<file path="config.mk">
export PLATFORM = sky130hd
export DESIGN_NAME = mfd_decoder
export DESIGN_NICKNAME = d
export VERILOG_FILES = /design/src/mfd_pkg.sv /design/src/mfd_decoder.sv
export VERILOG_INCLUDE_DIRS = /design/src
export SDC_FILE = /design/constraint.sdc
export NUM_CORES = 1
export LEC_CHECK = 0
export BUFFER_PORTS_ARGS = -buffer_cell sky130_fd_sc_hd__buf_2
export CORE_UTILIZATION = 44
export CTS_BUF_LIST = sky130_fd_sc_hd__clkbuf_4 sky130_fd_sc_hd__clkbuf_8
export CTS_CLUSTER_DIAMETER = 100
export CTS_CLUSTER_SIZE = 8
export DETAILED_ROUTE_END_ITERATION = 7
export GPL_TIMING_DRIVEN = 0
export HOLD_SLACK_MARGIN = 0.1
export PLACE_DENSITY_LB_ADDON = 0.2
export SYNTH_ARGS = -nofsm -noshare
export SYNTH_HDL_FRONTEND = slang
export SYNTH_SLANG_ARGS = --single-unit
</file>
<file path="constraint.sdc">
create_clock -name mclk -period 5.4 [get_ports mclk]
set_clock_uncertainty 0.15 [all_clocks]
set_input_delay 0.81 -clock mclk [delete_from_list [all_inputs] [get_ports mclk]]
set_output_delay 0.81 -clock mclk [all_outputs]
set_load 0.01 [all_outputs]
</file>
<file path="src/mfd_params.svh">
// Constants for the microword field decoder: field positions, offsets, reset values.
`ifndef MFD_PARAMS_SVH
`define MFD_PARAMS_SVH

// ****************************************
// Microword layout
// ****************************************
`define MFD_WORD_W      24
`define MFD_DATA_W      16
`define MFD_RBUS_HI     23
`define MFD_RBUS_LO     21
`define MFD_SBUS_HI     20
`define MFD_SBUS_LO     17
`define MFD_FUNC_HI     16
`define MFD_FUNC_LO     12
`define MFD_STORE_HI    11
`define MFD_STORE_LO    8
`define MFD_SPEC_HI     7
`define MFD_SPEC_LO     4
`define MFD_SKIP_HI     3
`define MFD_SKIP_LO     0

// ****************************************
// Register map and reset values
// ****************************************
`define MFD_ADDR_W      4
`define MFD_OFS_CTRL    4'h0
`define MFD_OFS_LAST    4'h4
`define MFD_OFS_COUNT   4'h8
`define MFD_CTRL_RST    1'h1
`define MFD_RESP_OKAY   2'h0
`define MFD_RESP_SLVERR 2'h2

`endif

</file>
<file path="src/mfd_pkg.sv">
// Types shared by the microword field decoder.
package mfd_pkg;

  // R-bus source selection.
  typedef enum logic [2:0] {
    MFD_R_NONE, MFD_R_A, MFD_R_B, MFD_R_FENCE, MFD_R_Q
  } mfd_rsrc_e;

  // S-bus source selection.
  typedef enum logic [3:0] {
    MFD_S_NONE, MFD_S_PC, MFD_S_SCRATCH_REG_ONE, MFD_S_SCRATCH_REG_TWO,
    MFD_S_SCRATCH_REG_THREE, MFD_S_SCRATCH_REG_FOUR, MFD_S_QUALIFIED_SOURCE,
    MFD_S_LOOP_COUNT_REGISTER, MFD_S_M, MFD_S_T, MFD_S_IO_INPUT_BUS,
    MFD_S_INTERRUPT_CODE_REGISTER
  } mfd_ssrc_e;

  // Function operation.
  typedef enum logic [3:0] {
    MFD_F_NONE, MFD_F_INCLUSIVE_OR_OP, MFD_F_XOR, MFD_F_NOR, MFD_F_AND,
    MFD_F_ADD, MFD_F_SUM_OVERFLOW_VARIANT, MFD_F_INC, MFD_F_MICROJUMP,
    MFD_F_MICRO_SUBROUTINE_CALL, MFD_F_CIRCULAR_RIGHT_SHIFT, MFD_F_MICRO_RETURN,
    MFD_F_WORD_FLAG_LOAD
  } mfd_func_e;

  // Store destination.
  typedef enum logic [3:0] {
    MFD_D_NONE, MFD_D_A, MFD_D_B, MFD_D_FENCE, MFD_D_PC, MFD_D_INSTRUCTION_REG,
    MFD_D_T, MFD_D_M, MFD_D_SCRATCH_REG_ONE, MFD_D_SCRATCH_REG_TWO,
    MFD_D_SCRATCH_REG_THREE, MFD_D_SCRATCH_REG_FOUR, MFD_D_IO_OUTPUT_BUS, MFD_D_Q
  } mfd_store_e;

  // Special operation.
  typedef enum logic [3:0] {
    MFD_P_NONE, MFD_P_MEM_RW, MFD_P_IO_GROUP_ONE, MFD_P_ALTER_SKIP_GROUP_TWO,
    MFD_P_EXTEND_CARRY_TEST_A, MFD_P_EXTEND_CARRY_TEST_B, MFD_P_LOOP_COUNT_LOAD,
    MFD_P_RIGHT_BY_ONE, MFD_P_LEFT_BY_ONE, MFD_P_SPECIAL_LOAD_ENABLE,
    MFD_P_SHIFT_ROTATE_GROUP_TWO, MFD_P_REVERSE_SKIP_SENSE,
    MFD_P_ALTER_SKIP_GROUP_ONE
  } mfd_spec_e;

  // Skip condition.
  typedef enum logic [3:0] {
    MFD_K_NONE, MFD_K_ALWAYS_SKIP, MFD_K_END_OF_OPERATION_SKIP,
    MFD_K_COUNTER_DONE_SKIP, MFD_K_COUNTER_DONE_BUMP_SKIP, MFD_K_FLAG_SKIP,
    MFD_K_NEGATIVE_SKIP, MFD_K_ODD, MFD_K_REPEAT_SKIP, MFD_K_TEST_BIT_ZERO,
    MFD_K_OVERFLOW_SKIP, MFD_K_BUMP_COUNT_SKIP, MFD_K_NO_PROTECT_VIOLATION_SKIP
  } mfd_skip_e;

  // All six decoded selections of one microword.
  typedef struct packed {
    mfd_rsrc_e  rsrc;
    mfd_ssrc_e  ssrc;
    mfd_func_e  func;
    mfd_store_e store;
    mfd_spec_e  spec;
    mfd_skip_e  skip;
  } mfd_decode_s;

endpackage

</file>
<file path="src/mfd_decoder.sv">
// Microword field decoder with its AXI4-Lite control and status registers.
//
// Functional notes
// - Bits 23..21 pick R-bus source: 011 fence, 001 B, 000 A, 110 reserved.
// - Code 101 follows addressable flip-flops; neither set gives A unless qualified source.
// - Code 100 reads A when instruction bit 11 is zero, else B.
// - With no R-bus source selected the R-bus is all zeros.
// - Bits 20..17 pick S-bus source: PC, scratch one/three/four, M, T, I/O input.
// - Bits 16..12 give function: logic, add, increment, microjumps, subroutine call.
// - Bits 11..8 give store destination: A, B, fence, PC, instruction, T, M.
// - Bits 7..4 give special: memory, I/O group, alter-skip, carry tests, shifts.
// - Bits 3..0 give skip condition: always, end, counter, flag, negative, odd, repeat.
// - All-ones fields do nothing, except function all-ones performs inclusive OR.
// - Code x111 gives qualified source, circular shift, scratch one, load enable, bit zero.
// - Code x101 gives loop count, return, scratch three, shift group two, overflow.
// - Code x000 gives interrupt code, call, I/O output, reverse skip, bump count.
// - Q on R-bus 010 and store 1010; other x010 codes per field.
//
// Local design decisions: register access over AXI4-Lite and the placing of the registers.
`timescale 1ns/100ps
`include "mfd_params.svh"

module mfd_decoder (
  input  wire logic                      mclk,
  input  wire logic                      rst_n,
  input  wire logic [`MFD_WORD_W-1:0]    microword,
  input  wire logic                      microword_valid,
  input  wire logic                      addr_a_ff,
  input  wire logic                      addr_b_ff,
  input  wire logic                      instruction_reg_bit11,
  input  wire logic [`MFD_DATA_W-1:0]    reg_a,
  input  wire logic [`MFD_DATA_W-1:0]    reg_b,
  input  wire logic [`MFD_DATA_W-1:0]    reg_fence,
  input  wire logic [`MFD_DATA_W-1:0]    reg_q,
  output mfd_pkg::mfd_decode_s           decode,
  output logic      [`MFD_DATA_W-1:0]    rbus_data,
  input  wire logic [`MFD_ADDR_W-1:0]    s_axi_awaddr,
  input  wire logic                      s_axi_awvalid,
  output logic                           s_axi_awready,
  input  wire logic [31:0]               s_axi_wdata,
  input  wire logic [3:0]                s_axi_wstrb,
  input  wire logic                      s_axi_wvalid,
  output logic                           s_axi_wready,
  output logic [1:0]                     s_axi_bresp,
  output logic                           s_axi_bvalid,
  input  wire logic                      s_axi_bready,
  input  wire logic [`MFD_ADDR_W-1:0]    s_axi_araddr,
  input  wire logic                      s_axi_arvalid,
  output logic                           s_axi_arready,
  output logic [31:0]                    s_axi_rdata,
  output logic [1:0]                     s_axi_rresp,
  output logic                           s_axi_rvalid,
  input  wire logic                      s_axi_rready
);
  import mfd_pkg::*;

  // ****************************************
  // Field decode functions
  // ****************************************

  // R-bus source from the three-bit code and the qualifying inputs.
  function automatic mfd_rsrc_e dec_rbus(input logic [2:0] code, input logic qual,
                                         input logic ffa, input logic ffb,
                                         input logic ib11);
    mfd_rsrc_e r;
    r = MFD_R_NONE;
    unique case (code)
      3'h0: r = MFD_R_A;
      3'h1: r = MFD_R_B;
      3'h2: r = MFD_R_Q;
      3'h3: r = MFD_R_FENCE;
      3'h4: r = ib11 ? MFD_R_B : MFD_R_A;
      3'h5: begin
        if (ffb) begin
          r = MFD_R_B;
        end else if (ffa || !qual) begin
          r = MFD_R_A;
        end else begin
          r = MFD_R_NONE;
        end
      end
      3'h6: r = MFD_R_NONE;
      3'h7: r = MFD_R_NONE;
    endcase
    return r;
  endfunction

  // S-bus source from the four-bit code.
  function automatic mfd_ssrc_e dec_sbus(input logic [3:0] code);
    mfd_ssrc_e s;
    case (code)
      4'hE:    s = MFD_S_PC;
      4'hB:    s = MFD_S_SCRATCH_REG_ONE;
      4'hA:    s = MFD_S_SCRATCH_REG_TWO;
      4'h9:    s = MFD_S_SCRATCH_REG_THREE;
      4'h8:    s = MFD_S_SCRATCH_REG_FOUR;
      4'h7:    s = MFD_S_QUALIFIED_SOURCE;
      4'h5:    s = MFD_S_LOOP_COUNT_REGISTER;
      4'h3:    s = MFD_S_M;
      4'h2:    s = MFD_S_T;
      4'h1:    s = MFD_S_IO_INPUT_BUS;
      4'h0:    s = MFD_S_INTERRUPT_CODE_REGISTER;
      default: s = MFD_S_NONE;
    endcase
    return s;
  endfunction

  // Function operation from the five-bit code.
  function automatic mfd_func_e dec_func(input logic [4:0] code);
    mfd_func_e f;
    case (code)
      5'h1F:       f = MFD_F_INCLUSIVE_OR_OP;
      5'h0E:       f = MFD_F_XOR;
      5'h0D:       f = MFD_F_NOR;
      5'h0C:       f = MFD_F_AND;
      5'h0B:       f = MFD_F_ADD;
      5'h0A:       f = MFD_F_SUM_OVERFLOW_VARIANT;
      5'h09:       f = MFD_F_INC;
      5'h13, 5'h12: f = MFD_F_MICROJUMP;
      5'h11:       f = MFD_F_MICRO_SUBROUTINE_CALL;
      5'h10:       f = MFD_F_MICRO_SUBROUTINE_CALL;
      5'h17:       f = MFD_F_CIRCULAR_RIGHT_SHIFT;
      5'h15:       f = MFD_F_MICRO_RETURN;
      5'h1A:       f = MFD_F_WORD_FLAG_LOAD;
      default:     f = MFD_F_NONE;
    endcase
    return f;
  endfunction

  // Store destination from the four-bit code.
  function automatic mfd_store_e dec_store(input logic [3:0] code);
    mfd_store_e d;
    case (code)
      4'hE:    d = MFD_D_A;
      4'hD:    d = MFD_D_B;
      4'hA:    d = MFD_D_Q;
      4'h9:    d = MFD_D_FENCE;
      4'h8:    d = MFD_D_PC;
      4'h7:    d = MFD_D_SCRATCH_REG_ONE;
      4'h6:    d = MFD_D_SCRATCH_REG_TWO;
      4'h5:    d = MFD_D_SCRATCH_REG_THREE;
      4'h4:    d = MFD_D_SCRATCH_REG_FOUR;
      4'h3:    d = MFD_D_INSTRUCTION_REG;
      4'h2:    d = MFD_D_T;
      4'h1:    d = MFD_D_M;
      4'h0:    d = MFD_D_IO_OUTPUT_BUS;
      default: d = MFD_D_NONE;
    endcase
    return d;
  endfunction

  // Special operation from the four-bit code.
  function automatic mfd_spec_e dec_spec(input logic [3:0] code);
    mfd_spec_e p;
    case (code)
      4'hE:    p = MFD_P_MEM_RW;
      4'hD:    p = MFD_P_IO_GROUP_ONE;
      4'hB:    p = MFD_P_ALTER_SKIP_GROUP_TWO;
      4'hA:    p = MFD_P_ALTER_SKIP_GROUP_ONE;
      4'h9:    p = MFD_P_EXTEND_CARRY_TEST_A;
      4'h8:    p = MFD_P_EXTEND_CARRY_TEST_B;
      4'h7:    p = MFD_P_SPECIAL_LOAD_ENABLE;
      4'h5:    p = MFD_P_SHIFT_ROTATE_GROUP_TWO;
      4'h3:    p = MFD_P_LOOP_COUNT_LOAD;
      4'h2:    p = MFD_P_RIGHT_BY_ONE;
      4'h1:    p = MFD_P_LEFT_BY_ONE;
      4'h0:    p = MFD_P_REVERSE_SKIP_SENSE;
      default: p = MFD_P_NONE;
    endcase
    return p;
  endfunction

  // Skip condition from the four-bit code.
  function automatic mfd_skip_e dec_skip(input logic [3:0] code);
    mfd_skip_e k;
    case (code)
      4'hE:    k = MFD_K_ALWAYS_SKIP;
      4'hD:    k = MFD_K_END_OF_OPERATION_SKIP;
      4'hA:    k = MFD_K_NO_PROTECT_VIOLATION_SKIP;
      4'h9:    k = MFD_K_COUNTER_DONE_SKIP;
      4'h8:    k = MFD_K_COUNTER_DONE_BUMP_SKIP;
      4'h7:    k = MFD_K_TEST_BIT_ZERO;
      4'h6:    k = MFD_K_FLAG_SKIP;
      4'h5:    k = MFD_K_OVERFLOW_SKIP;
      4'h3:    k = MFD_K_NEGATIVE_SKIP;
      4'h2:    k = MFD_K_ODD;
      4'h1:    k = MFD_K_REPEAT_SKIP;
      4'h0:    k = MFD_K_BUMP_COUNT_SKIP;
      default: k = MFD_K_NONE;
    endcase
    return k;
  endfunction

  // ****************************************
  // Decode path
  // ****************************************

  logic                     ctrl_en_reg;
  logic [`MFD_WORD_W-1:0]   last_word_reg;
  logic [31:0]              count_reg;
  mfd_decode_s              decode_reg;
  mfd_decode_s              decode_next;
  logic [`MFD_DATA_W-1:0]   rbus_reg;
  logic [`MFD_DATA_W-1:0]   rbus_next;
  wire                      take_word;
  wire  [3:0]               sbus_code;

  // A word is decoded only when the store marks it valid and software allows decoding.
  assign take_word = microword_valid && ctrl_en_reg;
  assign sbus_code = microword[`MFD_SBUS_HI:`MFD_SBUS_LO];

  // All six fields are decoded side by side from the same word.
  assign decode_next = take_word ? mfd_decode_s'{
      rsrc:  dec_rbus(microword[`MFD_RBUS_HI:`MFD_RBUS_LO], sbus_code == 4'h7,
                      addr_a_ff, addr_b_ff, instruction_reg_bit11),
      ssrc:  dec_sbus(sbus_code),
      func:  dec_func(microword[`MFD_FUNC_HI:`MFD_FUNC_LO]),
      store: dec_store(microword[`MFD_STORE_HI:`MFD_STORE_LO]),
      spec:  dec_spec(microword[`MFD_SPEC_HI:`MFD_SPEC_LO]),
      skip:  dec_skip(microword[`MFD_SKIP_HI:`MFD_SKIP_LO])}
    : mfd_decode_s'{MFD_R_NONE, MFD_S_NONE, MFD_F_NONE, MFD_D_NONE, MFD_P_NONE, MFD_K_NONE};

  // R-bus mux; an idle selection leaves every bit low.
  assign rbus_next = (decode_next.rsrc == MFD_R_A)     ? reg_a     :
                     (decode_next.rsrc == MFD_R_B)     ? reg_b     :
                     (decode_next.rsrc == MFD_R_FENCE) ? reg_fence :
                     (decode_next.rsrc == MFD_R_Q)     ? reg_q     :
                     {`MFD_DATA_W{1'b0}};

  // Decoded selections and bus data are registered for the datapath.
  always_ff @(posedge mclk) begin
    if (!rst_n) begin
      decode_reg <= '{MFD_R_NONE, MFD_S_NONE, MFD_F_NONE, MFD_D_NONE, MFD_P_NONE,
                      MFD_K_NONE};
      rbus_reg   <= 16'h0000;
    end else begin
      decode_reg <= decode_next;
      rbus_reg   <= rbus_next;
    end
  end

  // Last accepted word and a running count of decoded words for software.
  always_ff @(posedge mclk) begin
    if (!rst_n) begin
      last_word_reg <= 24'h00_0000;
      count_reg     <= 32'h0000_0000;
    end else if (take_word) begin
      last_word_reg <= microword;
      count_reg     <= count_reg + 32'h0000_0001;
    end
  end

  assign decode    = decode_reg;
  assign rbus_data = rbus_reg;

  // ****************************************
  // AXI4-Lite slave
  // ****************************************

  logic                   aw_hold_reg;
  logic [`MFD_ADDR_W-1:0] aw_addr_reg;
  logic                   w_hold_reg;
  logic [31:0]            w_data_reg;
  logic                   w_strb0_reg;
  logic                   bvalid_reg;
  logic [1:0]             bresp_reg;
  logic                   rvalid_reg;
  logic [1:0]             rresp_reg;
  logic [31:0]            rdata_reg;
  wire                    aw_fire;
  wire                    w_fire;
  wire                    do_write;
  wire                    ar_fire;
  wire                    wr_ctrl;
  wire                    rd_hit;
  wire  [31:0]            rd_mux;

  // Address and data are taken independently; the write completes once both are held.
  assign s_axi_awready = !aw_hold_reg && !bvalid_reg;
  assign s_axi_wready  = !w_hold_reg && !bvalid_reg;
  assign aw_fire       = s_axi_awvalid && s_axi_awready;
  assign w_fire        = s_axi_wvalid && s_axi_wready;
  assign do_write      = aw_hold_reg && w_hold_reg && !bvalid_reg;
  assign wr_ctrl       = do_write && (aw_addr_reg[`MFD_ADDR_W-1:2] == 2'h0);

  // Read decode; unmapped offsets answer zero with an error response.
  assign s_axi_arready = !rvalid_reg;
  assign ar_fire       = s_axi_arvalid && s_axi_arready;
  assign rd_hit        = s_axi_araddr[`MFD_ADDR_W-1:2] <= 2'h2;
  assign rd_mux = (s_axi_araddr[`MFD_ADDR_W-1:2] == 2'h0) ? {31'h0000_0000, ctrl_en_reg} :
                  (s_axi_araddr[`MFD_ADDR_W-1:2] == 2'h1) ? {8'h00, last_word_reg} :
                  (s_axi_araddr[`MFD_ADDR_W-1:2] == 2'h2) ? count_reg :
                  32'h0000_0000;

  // Write channel holding registers and response.
  always_ff @(posedge mclk) begin
    if (!rst_n) begin
      aw_hold_reg <= 1'b0;
      aw_addr_reg <= 4'h0;
      w_hold_reg  <= 1'b0;
      w_data_reg  <= 32'h0000_0000;
      w_strb0_reg <= 1'b0;
      bvalid_reg  <= 1'b0;
      bresp_reg   <= `MFD_RESP_OKAY;
    end else begin
      if (aw_fire) begin
        aw_hold_reg <= 1'b1;
        aw_addr_reg <= s_axi_awaddr;
      end
      if (w_fire) begin
        w_hold_reg  <= 1'b1;
        w_data_reg  <= s_axi_wdata;
        w_strb0_reg <= s_axi_wstrb[0];
      end
      if (do_write) begin
        aw_hold_reg <= 1'b0;
        w_hold_reg  <= 1'b0;
        bvalid_reg  <= 1'b1;
        bresp_reg   <= wr_ctrl ? `MFD_RESP_OKAY : `MFD_RESP_SLVERR;
      end else if (bvalid_reg && s_axi_bready) begin
        bvalid_reg  <= 1'b0;
      end
    end
  end

  // Control register: bit 0 allows decoding.
  always_ff @(posedge mclk) begin
    if (!rst_n) begin
      ctrl_en_reg <= `MFD_CTRL_RST;
    end else if (wr_ctrl && w_strb0_reg) begin
      ctrl_en_reg <= w_data_reg[0];
    end
  end

  // Read channel: data is registered and held until taken.
  always_ff @(posedge mclk) begin
    if (!rst_n) begin
      rvalid_reg <= 1'b0;
      rresp_reg  <= `MFD_RESP_OKAY;
      rdata_reg  <= 32'h0000_0000;
    end else if (ar_fire) begin
      rvalid_reg <= 1'b1;
      rresp_reg  <= rd_hit ? `MFD_RESP_OKAY : `MFD_RESP_SLVERR;
      rdata_reg  <= rd_mux;
    end else if (rvalid_reg && s_axi_rready) begin
      rvalid_reg <= 1'b0;
    end
  end

  assign s_axi_bvalid = bvalid_reg;
  assign s_axi_bresp  = bresp_reg;
  assign s_axi_rvalid = rvalid_reg;
  assign s_axi_rresp  = rresp_reg;
  assign s_axi_rdata  = rdata_reg;

endmodule

</file>
# Word-level counts from Yosys, hierarchy flattened

Memory sizes are Yosys's and may differ from the RTL's.
Index checks and enable logic that the tools add are counted.
W data, S select, Z words.

Flip-flop bits (word level): 142
Latch bits: 0
Memory bits (writable): 0
Memory bits (read-only): 384
Output and inout bits: 80
Logic and storage cells: 86
Memories kept: 5

Add/subtract/negate cells: 1
$mul: 0
Divide/modulo/power cells: 0
Order comparisons: 1
Equal/unequal tests: 14
Shift-type cells: 0
Muxes and demuxes: 18
Bitwise operators: 1
Reduce and logical (&&, ||, !) cells: 26

Memories:

| memory          | words | width | read ports | clocked after memory_dff | write ports | line               | text |
|---|---|---|---|---|---|---|---|
| (no name shown) | 32    | 4     | 1          | 0                        | 0           | mfd_decoder.sv:111 | `case (code)` |
| (no name shown) | 16    | 4     | 1          | 0                        | 0           | mfd_decoder.sv:176 | `case (code)` |
| (no name shown) | 16    | 4     | 1          | 0                        | 0           | mfd_decoder.sv:155 | `case (code)` |
| (no name shown) | 16    | 4     | 1          | 0                        | 0           | mfd_decoder.sv:133 | `case (code)` |
| (no name shown) | 16    | 4     | 1          | 0                        | 0           | mfd_decoder.sv:91  | `case (code)` |

Operators by type and width:

| kind                    | count |
|---|---|
| $mux W32                | 3 |
| $mux W16                | 4 |
| $add A32 B1 Y32 const B | 1 |
| $mux W23                | 1 |
| $pmux W3 S7             | 1 |
| $eq A3 B3 Y1 const B    | 5 |
| $eq A3 B2 Y1 const B    | 4 |
| $logic_and A1 B1 Y1     | 12 |
| $mux W2                 | 4 |
| $eq A3 B1 Y1 const B    | 2 |
| $logic_not A1 Y1        | 5 |
| $mux W1                 | 5 |
| $eq A4 B3 Y1 const B    | 1 |
| $logic_not A2 Y1        | 2 |
| $reduce_bool A2 Y1      | 2 |
| $reduce_or A2 Y1        | 2 |
| $logic_not A3 Y1        | 1 |
| $eq A2 B1 Y1 const B    | 1 |
| $eq A2 B2 Y1 const B    | 1 |
| $le A2 B2 Y1 const B    | 1 |
| $reduce_and A2 Y1       | 1 |
| $logic_or A1 B1 Y1      | 1 |
| $not A1 Y1              | 1 |

# Depth between registers and ports, before layout

Gate-level depths: netlist (run 1).

Depth in word-level cells: 12
Gate-level depth with buffers: 8
Gate-level depth less buffers: 7

# Worst setup path before layout (run 1)

Ideal clock, no wire load.

Path type: in2reg
Start: in microword[21]
End: reg rbus_reg[14], in the netlist rbus_data[14]
Arrival time: 2.185 ns
Required time: 5.173 ns
Slack: 2.988 ns
Cell stages on the path: 7
Buffers on the path: 3
Cells stage by stage: buf_6 -> or2_1 -> o221a_1 -> buf_6 -> or3_1 -> buf_6 -> a41oi_2

Word-level cells in the longest chain between the ends: 9
Elaborated cells on any way between the ends: 19

RTL lines:

| item                              | line               | text |
|---|---|---|
| start: declaration                | mfd_decoder.sv:26  | `` input wire logic [`MFD_WORD_W-1:0] microword, `` |
| $eq A3 B3 Y1                      | mfd_decoder.sv:67  | `unique case (code)` |
| $reduce_or A2 Y1 (no source line) | n/a                |  |
| $pmux W3 S7 *                     | mfd_decoder.sv:67  |  |
| $mux W23 *                        | mfd_decoder.sv:213 | `assign decode_next = take_word ? mfd_decode_s'{` |
| $eq A3 B3 Y1                      | mfd_decoder.sv:227 | `(decode_next.rsrc == MFD_R_Q) ? reg_q :` |
| $mux W16                          | mfd_decoder.sv:227 |  |
| $mux W16                          | mfd_decoder.sv:226 | `(decode_next.rsrc == MFD_R_FENCE) ? reg_fence :` |
| $mux W16                          | mfd_decoder.sv:225 | `(decode_next.rsrc == MFD_R_B) ? reg_b :` |
| $mux W16 *                        | mfd_decoder.sv:224 | `assign rbus_next = (decode_next.rsrc == MFD_R_A) ? reg_a :` |
| end signal: assignment            | mfd_decoder.sv:238 | `rbus_reg <= rbus_next;` |
| end: declaration                  | mfd_decoder.sv:203 | `` logic [`MFD_DATA_W-1:0] rbus_reg; `` |

Every way passes the cells marked *; elsewhere a longest branch is shown, timed or not.
A chain may end at the register's enable or synchronous reset.

# Final worst setup path (run 1)

Start: reg ctrl_en_reg
End: reg rbus_reg[3], in the netlist rbus_data[3]

Word-level cells in the longest chain between the ends: 7
Elaborated cells on any way between the ends: 10

RTL lines:

| item                     | line               | text |
|---|---|---|
| start: declaration       | mfd_decoder.sv:198 | `logic ctrl_en_reg;` |
| start signal: assignment | mfd_decoder.sv:329 | `` ctrl_en_reg <= `MFD_CTRL_RST; `` |
| start signal: assignment | mfd_decoder.sv:331 | `ctrl_en_reg <= w_data_reg[0];` |
| $logic_and A1 B1 Y1 *    | mfd_decoder.sv:209 | `assign take_word = microword_valid && ctrl_en_reg;` |
| $mux W23 *               | mfd_decoder.sv:213 |  |
| $eq A3 B3 Y1             | mfd_decoder.sv:227 |  |
| $mux W16                 | mfd_decoder.sv:227 |  |
| $mux W16                 | mfd_decoder.sv:226 |  |
| $mux W16                 | mfd_decoder.sv:225 |  |
| $mux W16 *               | mfd_decoder.sv:224 |  |

Marks and branches as above.

==> results of run 1 <==
## worst reg2reg max path: stages (launching register included)
cell	delay, ns
dfxtp_1	0.51
and2_1	0.17
buf_2	0.21
nand2_1	0.09
buf_2	0.21
a21oi_2	0.37
buf_2	0.31
nand3_1	0.12
a41oi_2	0.21
## Yosys cell counts (7+ instances only)
library cell	n
ha_1	13
mux2i_1	7
nor2_1	63
inv_1	15
a22oi_1	9
nor3_1	8
a41oi_2	8
a221oi_1	23
a21boi_0	39
dfxtp_1	138
nor4_1	16
and2_1	34
nor2b_1	23
or3_1	11
nand2_1	94
a21oi_1	12
xor2_1	18
xnor2_1	14
clkbuf_1	39
nor3b_1	23
nand4_1	8
a32o_1	8
nand3_1	41
o21ai_0	7
## report_power, final
part,leakage (nW),internal [mW],switching [mW]
logic,2.06,0.125,0.171
registers,1.13,1.06,0.0215
clock network,0.193,0.393,0.438
total,3.38,1.58,0.630
## metal layers
metal | vias up | global-route usage (%) | wire [um]
li1 | 2949 | - | -
met4 | 0 | 8.84 | 345
met3 | 26 | 5.30 | 1000
met5 | - | 0 | 0
met2 | 190 | 38.5 | 7900
met1 | 2701 | 29.9 | 7890
## kinds of logic after synthesis
group,after synthesis
AOI/OAI and AO/OA,126
xor gates and xnor gates,32
adders and majority gates,13
buffers and inverters,66
DFF,138
muxes,9
other,1
and+or+nand+nor,343
## metrics by stage
stage / hold slack (ns) / power (mW)
CTS: 0.320 / 2.23
global placement: 0.296 / 1.40
floorplan: 0.291 / 1.28
finish: 0.319 / 2.21
detailed placement: 0.308 / 1.40
global route: 0.345 / 2.30
## layout make-up
| class | count | area [um2] | share of cell area [%] |
|---|---|---|---|
| inverter | 15 | 56.3 | 0.714 |
| clock buffer | 19 | 255 | 3.24 |
| multi-input combinational | 525 | 3340 | 42.4 |
| timing repair buffer | 176 | 881 | 11.2 |
| tap | 180 | 225 | 2.86 |
| buffer | 51 | 228 | 2.89 |
| clock inverter | 13 | 135 | 1.71 |
| sequential | 138 | 2760 | 35.0 |
## worst paths after layout
kind | end | start | slack, ns
max reg2reg | rbus_data[3] | ctrl_en_reg | 2.96
min reg2reg | aw_addr_reg[2] | aw_addr_reg[2] | 0.32
min | aw_addr_reg[2] | aw_addr_reg[2] | 0.32
max | rbus_data[3] | ctrl_en_reg | 2.96
==> metrics, run 1 <==
Initial Utilization=45.5%; All-Layer GR Usage=23.5%; main combinational cell family by area after synthesis=simple AND/OR/NAND/NOR gates; core area=around 14000 um2; Overflow after GRT=0; critical path required time=5.63 ns; proportion of netlist area held by the largest area contributor=43.3%; Seq/Total Area, Yosys=43.3%; Simple-Gate Fraction of Synth Area=a little over a quarter; worst relative slew slack=57.5%; leading area contributor after synthesis=dfxtp_1; Post-Syn Instances=728; peak supply drop=0.130 mV; CP max FO=10; delay-heaviest family, CP=buffers and inverters; CTS Sinks=138; DRT Pass-1 Iters=5; first-pass GRT wire length=26900 um; Vias=approximately 5900; I/O pin count=223; Detailed Route WL=17100 um; dpl cells=~1100; worst slack, placed=about 2.6 ns; vias in the first global route=5366; Crit Path Category=register to register; Clock transition at path regs=0.08 ns; Synth Area in Compound Gates=16.2%; TritonCTS Buffers=17; clk_lat worst skew=0.46 ns; unrepaired setup endpoints after global routing=no; post-CTS sizing=0; # setup viols final=0; run status=finished clean; DR iter-0 viols=371; PD cells=280 nW/um2; die area=15000 um2; CP Cell Sequence=and2_1 > buf_2 > nand2_1 > buf_2 > a21oi_2 > buf_2 > nand3_1 > a41oi_2; largest net degree at the start of global routing=17; post-route setup TNS=0 ns; FFs w/ async S/R, synth=0%; nets=1080; min Tclk post-route=2.44 ns; FF-to-FF path depth=8; leak pwr=3.38 nW; Hold WC Path Type=register to register; commonest non-fill, non-tap cell in the layout=buf_2; synth warn=0; chip width=roughly 120 um; Arrival @ worst endpoint=roughly 2.7 ns; hold_buf cts=0; Synth cell types=56; Post-Layout Cell Count=1117; Post-Synth Adder-Cell Area=2.55%; Root Buffer=clkbuf_8; initial antenna violation count=0; Routed Antenna Nets=0; CP max stage delay=0.51 ns; via/cell ratio=5.25; Syn-to-layout area delta=23.5%; post-CTS setup buffer count=0; CP max-delay cell=dfxtp_1; Avg Cell Area, Syn=slightly below 9 um2; final worst-path cycle share=45.1%; detail-routed net length per standard cell=15.3 um; Slew @ Worst Pin=0.635 ns; hpwl dp=12800 um; final worst slack=2.96 ns; detailed-route DRC error count=0; GP Congestion=0.843; diodes inserted=0; CTS tree=done; WP buf/inv=3; Port Buffers=roughly 180; Crit path depth=8; Cell Area, Placed=7500 um2; Worst Setup Start Kind=register; max-cap check violation count=0; Most used DFF post-synth=dfxtp_1; post-synthesis xor/xnor area fraction=between 4 and 5%; Post-synth EDFFs=0; Slew Viols, Final=0; Final Hold Fails=0; flops & latches, synth=138; crit path capture type=register; post-synthesis mux area share=roughly 1.6%; Synth area leaders=dfxtp_1 43%, nand2_1 5.5%, a21boi_0 4.6%; share of layout cells above drive strength 1=24.8%; chip height=122 um; fin util=a little under three fifths; htree depth=4; FMAX=411 MHz; commonest cells after routing, fill and taps aside=181 x buf_2, 138 x dfxtp_1, 94 x nand2_1; hold path depth=2; Longest Clk Path Bufs=2; mapped cell area=6390 um2; most used cell, CP=buf_2; fin area=7890 um2; Fillers=1357; Core Rows=43
Note: power is estimated with default switching activity, not from simulation.
==> run 2, diff against run 1 <==
==> constraint.sdc (replaced) <==
create_clock -name mclk -period 2.44 [get_ports mclk]
set_clock_uncertainty 0.15 [all_clocks]
set_input_delay 0.366 -clock mclk [delete_from_list [all_inputs] [get_ports mclk]]
set_output_delay 0.366 -clock mclk [all_outputs]
set_load 0.01 [all_outputs]
==> metrics, run 2 (same netlist as run 1, synthesis figures left out) <==
run status=finished clean; CP max-delay cell=dlygate4sd3_1; Crit Path Category=primary input to register; Fillers=between 1000 and 1500; CP max stage delay=about 0.56 ns; Syn-to-layout area delta=37.7%; Vias=6349; CTS Sinks=around 140; Root Buffer=clkbuf_8; All-Layer GR Usage=between 20% and 30%; crit path capture type=register; final worst slack=0.0858 ns; largest net degree at the start of global routing=17; hpwl dp=between 10000 and 15000 um; DRT Pass-1 Iters=5; DR iter-0 viols=365; Hold Slack=~0.14 ns; via/cell ratio=5.26; Final Hold Fails=0; register area=2760 um2; Core Rows=43; Detailed Route WL=18500 um; leak pwr=between 3 and 4 nW; first-pass GRT wire length=29100 um; Worst Setup Start Kind=primary input; min Tclk post-route=between 2 and 2.5 ns; detailed-route DRC error count=0; die area=15000 um2; share of layout cells above drive strength 1=22.9%; clk_lat worst skew=between 0.4 and 0.5 ns; max-cap check violation count=0; Slew Viols, Final=0; detail-routed net length per standard cell=15.3 um; commonest non-fill, non-tap cell in the layout=buf_2; worst relative slew slack=58.9%; Routed Antenna Nets=0; Arrival @ worst endpoint=2.56 ns; delay-heaviest family, CP=buffers and inverters; core area=14000 um2; worst slack, placed=0.0524 ns; CP Cell Sequence=dlygate4sd3_1 > buf_6 > or2_1 > o221ai_2 > buf_2 > buf_2 > nand3_1 > a32o_1; Overflow after GRT=0; final worst-path cycle share=96.5%; multi-input logic area=3360 um2; Port Buffers=176; vias in the first global route=5929; Longest Clk Path Bufs=2; I/O pin count=223; chip width=roughly 120 um; critical path required time=2.65 ns; PD cells=approximately 570 nW/um2; FMAX=around 420 MHz; TritonCTS Buffers=17; Initial Utilization=between 40% and 50%; GP Congestion=0.843; htree depth=4; WP buf/inv=4; Hold WC Path Type=primary input to register; CP max FO=10; commonest cells after routing, fill and taps aside=181 x buf_2, 138 x dfxtp_1, 94 x nand2_1; post-CTS setup buffer count=0; nets=around 1200; chip height=122 um; CTS tree=done; Slew @ Worst Pin=between 0.6 and 0.7 ns; Clock transition at path regs=about 0.08 ns; diodes inserted=0; # setup viols final=0; most used cell, CP=buf_2; peak supply drop=0.286 mV; initial antenna violation count=0
-- run 2: where the power goes --
group          internal [mW]  switching, mW  leakage [nW]
Sequential              2.35         0.0473          1.13
Combinational          0.373          0.408          2.45
Clock                  0.869          0.967         0.193
Total                   3.59           1.42          3.77
-- run 2: per-stage QoR --
stage	utilization, %	cell area [um2]	cells	TNS (ns)	power (mW)
2_1_floorplan	-	6390	729	0	2.82
3_3_place_gp	53.4	7500	1085	0	3.10
3_5_place_dp	53.4	7500	1085	0	3.10
4_1_cts	62.5	8780	1206	0	5.04
5_1_grt	62.6	8800	1206	-0.00102	5.23
6_report	62.6	8800	1206	0	5.01
-- run 2: cell type report --
class / instances / area share [%]
clock buffer: 19 / 2.90
buffer: 51 / 2.63
tap: 180 / 2.56
timing repair buffer: 265 / 20.1
sequential: 138 / 31.4
clock inverter: 13 / 1.54
inverter: 15 / 0.640
multi-input combinational: 525 / 38.2
-- run 2: worst paths after layout --
check                  from              to  slack, ns  depth (start not counted)
max           microword[21]   rbus_data[13]       0.09                          8
min            reg_fence[2]    rbus_data[2]       0.14                          4
max reg2reg     ctrl_en_reg   count_reg[29]       0.12                          6
min reg2reg  s_axi_rresp[1]  s_axi_rresp[1]       0.32                          2
-- run 2: routing by layer --
| metal | part of all wire (%) | track usage (%) | vias to the layer above |
|---|---|---|---|
| met3 | 6.1 | 5.67 | 69 |
| met1 | 44 | 30.8 | 2904 |
| met2 | 46 | 42.0 | 253 |
| met5 | 0 | 0 | - |
| met4 | 4.0 | 13.0 | 0 |
| li1 | - | - | 3123 |
-- run 2: what timing repair did --
| action | CTS | global route |
|---|---|---|
| setup endpoints to repair | 0 | 10 |
| hold endpoints to repair | 52 | 0 |
| gates resized for setup | 0 | 8 |
| hold buffers | 89 | 0 |
-- run 2: worst register-to-register path: cells and delay by family, from the launching register on --
family / cells / cell delay [ns]
xor+xnor: 1 / 0.10
buf+inv: 1 / 0.34
flops: 1 / 0.51
simple gates: 4 / 1.12
==> run 3, diff against run 2 <==
--- a/config.mk
+++ b/config.mk
@@ -12,9 +12,10 @@
 export CTS_CLUSTER_DIAMETER = 100
 export CTS_CLUSTER_SIZE = 8
 export DETAILED_ROUTE_END_ITERATION = 7
-export GPL_TIMING_DRIVEN = 0
+export GPL_TIMING_DRIVEN = 1
 export HOLD_SLACK_MARGIN = 0.1
 export PLACE_DENSITY_LB_ADDON = 0.2
+export RECOVER_POWER = 50
 export SYNTH_ARGS = -nofsm -noshare
 export SYNTH_HDL_FRONTEND = slang
 export SYNTH_SLANG_ARGS = --single-unit
==> metrics, run 3 (same netlist as run 1, synthesis figures left out) <==
run status=finished clean; # setup viols final=0; Port Buffers=182; Slew Viols, Final=0; critical path required time=2.63 ns; fin area=8610 um2; Slew @ Worst Pin=1.09 ns; PD cells=573 nW/um2; FMAX=431 MHz; detailed-route DRC error count=0; Clock transition at path regs=around 0.070 ns; vias in the first global route=5901; worst slack, placed=approximately 0.24 ns; r2r setup slk=between 0.1 and 0.15 ns; Crit Path Category=primary input to register; nets=1141; worst reg2reg startpoint=ctrl_en_reg; grt met1 use=28.5%; All-Layer GR Usage=between 20% and 30%; Reg-to-Reg End=rbus_data[12]; hpwl dp=about 11000 um; via/cell ratio=5.25; GP Congestion=0.854; htree depth=4; busiest grt layer=met2; CTS tree=done; leak pwr=3.45 nW; Core Rows=43; grt met2 use=39.8%; TritonCTS Buffers=17; commonest non-fill, non-tap cell in the layout=dfxtp_1; crit path capture type=register; final worst slack=roughly 0.12 ns; detail-routed net length per standard cell=14.8 um; Fillers=about 1300; diodes inserted=0; CTS Sinks=138; Final Hold Fails=0; grt met3 use=5.07%; fin util=61.3%; Hold WC Path Type=primary input to register; worst relative slew slack=27.6%; commonest cells after routing, fill and taps aside=137 x dfxtp_1, 101 x buf_2, 93 x nand2_1; first-pass GRT wire length=around 28000 um; Worst Setup Start Kind=primary input; hold path depth=4; Root Buffer=clkbuf_8; final worst-path cycle share=about 95%; die area=about 15000 um2; chip width=122 um; min Tclk post-route=2.32 ns; Cell Area, Placed=7450 um2; initial antenna violation count=0; clk_lat worst skew=0.45 ns; Longest Clk Path Bufs=2; Overflow after GRT=0; CP max FO=17; Routed Antenna Nets=0; FF-to-FF path depth=6; largest net degree at the start of global routing=approximately 100; share of layout cells above drive strength 1=16.4%; max-cap check violation count=0; I/O pin count=about 220; Endpoint, Worst Hold=decode[16]; peak supply drop=0.418 mV; Vias=6185; Detailed Route WL=~17000 um; DRT Pass-1 Iters=5; core area=14000 um2; hold path start=microword[17]; Arrival @ worst endpoint=around 2.5 ns; chip height=122 um; post-route setup TNS=0 ns; Initial Utilization=45.5%; Hold Slack=0.123 ns; unrepaired setup endpoints after global routing=no; Syn-to-layout area delta=34.8%; DR iter-0 viols=about 420
run 3: cell count changes in the layout (fill, tap and decap cells not counted), sizes merged:
| cell | previous run | this run |
|---|---|---|
| clkinv | 5 | 4 |
| dlygate4sd3 | 89 | 88 |
| inv | 20 | 15 |
| clkbuf | 58 | 108 |
| buf | 188 | 116 |
run 3: per-stage QoR:
| stage | cells | power [mW] |
|---|---|---|
| 2_1_floorplan | 729 | 2.82 |
| 3_3_place_gp | 1058 | 3.08 |
| 3_5_place_dp | 1058 | 3.08 |
| 4_1_cts | 1177 | 5.00 |
| 5_1_grt | 1177 | 5.17 |
| 6_report | 1177 | 4.93 |
run 3: cell type report:
type | count | area (um2) | share of cell area (%)
tap | 180 | 225 | 2.62
clock inverter | 7 | 65.1 | 0.755
timing repair buffer | 288 | 1830 | 21.2
clock buffer | 24 | 318 | 3.69
multi-input combinational | 525 | 3360 | 39.0
sequential | 138 | 2760 | 32.1
inverter | 15 | 56.3 | 0.654
run 3: what timing repair did:
action	4_1_cts	5_1_grt
hold endpoints to repair	60	0
buffers inserted	0	0
hold buffers	88	0
gates resized for setup	0	4
endpoints found under the setup margin	0	6
run 3: worst max-delay path by stage:
stage | to | startpoint | depth (start not counted)
global placement | rbus_data[6] | microword[20] | 6
CTS | rbus_data[12] | ctrl_en_reg | 5
global route | rbus_data[2] | microword[20] | 7
finish | rbus_data[12] | microword[20] | 7
detailed placement | rbus_data[5] | microword[20] | 6
floorplan | rbus_data[14] | microword[21] | 7
run 3: per-layer routing:
| layer | share of wire [%] | wire (um) |
|---|---|---|
| met1 | 43 | 7430 |
| met2 | 47 | 8190 |
| met3 | 5.4 | 950 |
| met4 | 5.0 | 869 |
| met5 | 0 | 0 |
run 3: critical path: stages:
cell and delay [ns]:
buf_2 0.13, nand3b_1 0.22, o21ai_1 0.24, o221ai_2 0.32
or3_1 0.44, a32o_1 0.23, dlygate4sd3_1 0.56
run 3: power by group:
group,leakage (nW),switching [mW],total (mW),internal [mW]
clock network,0.197,0.848,1.80,0.951
logic,2.13,0.387,0.734,0.347
registers,1.13,0.0489,2.40,2.35
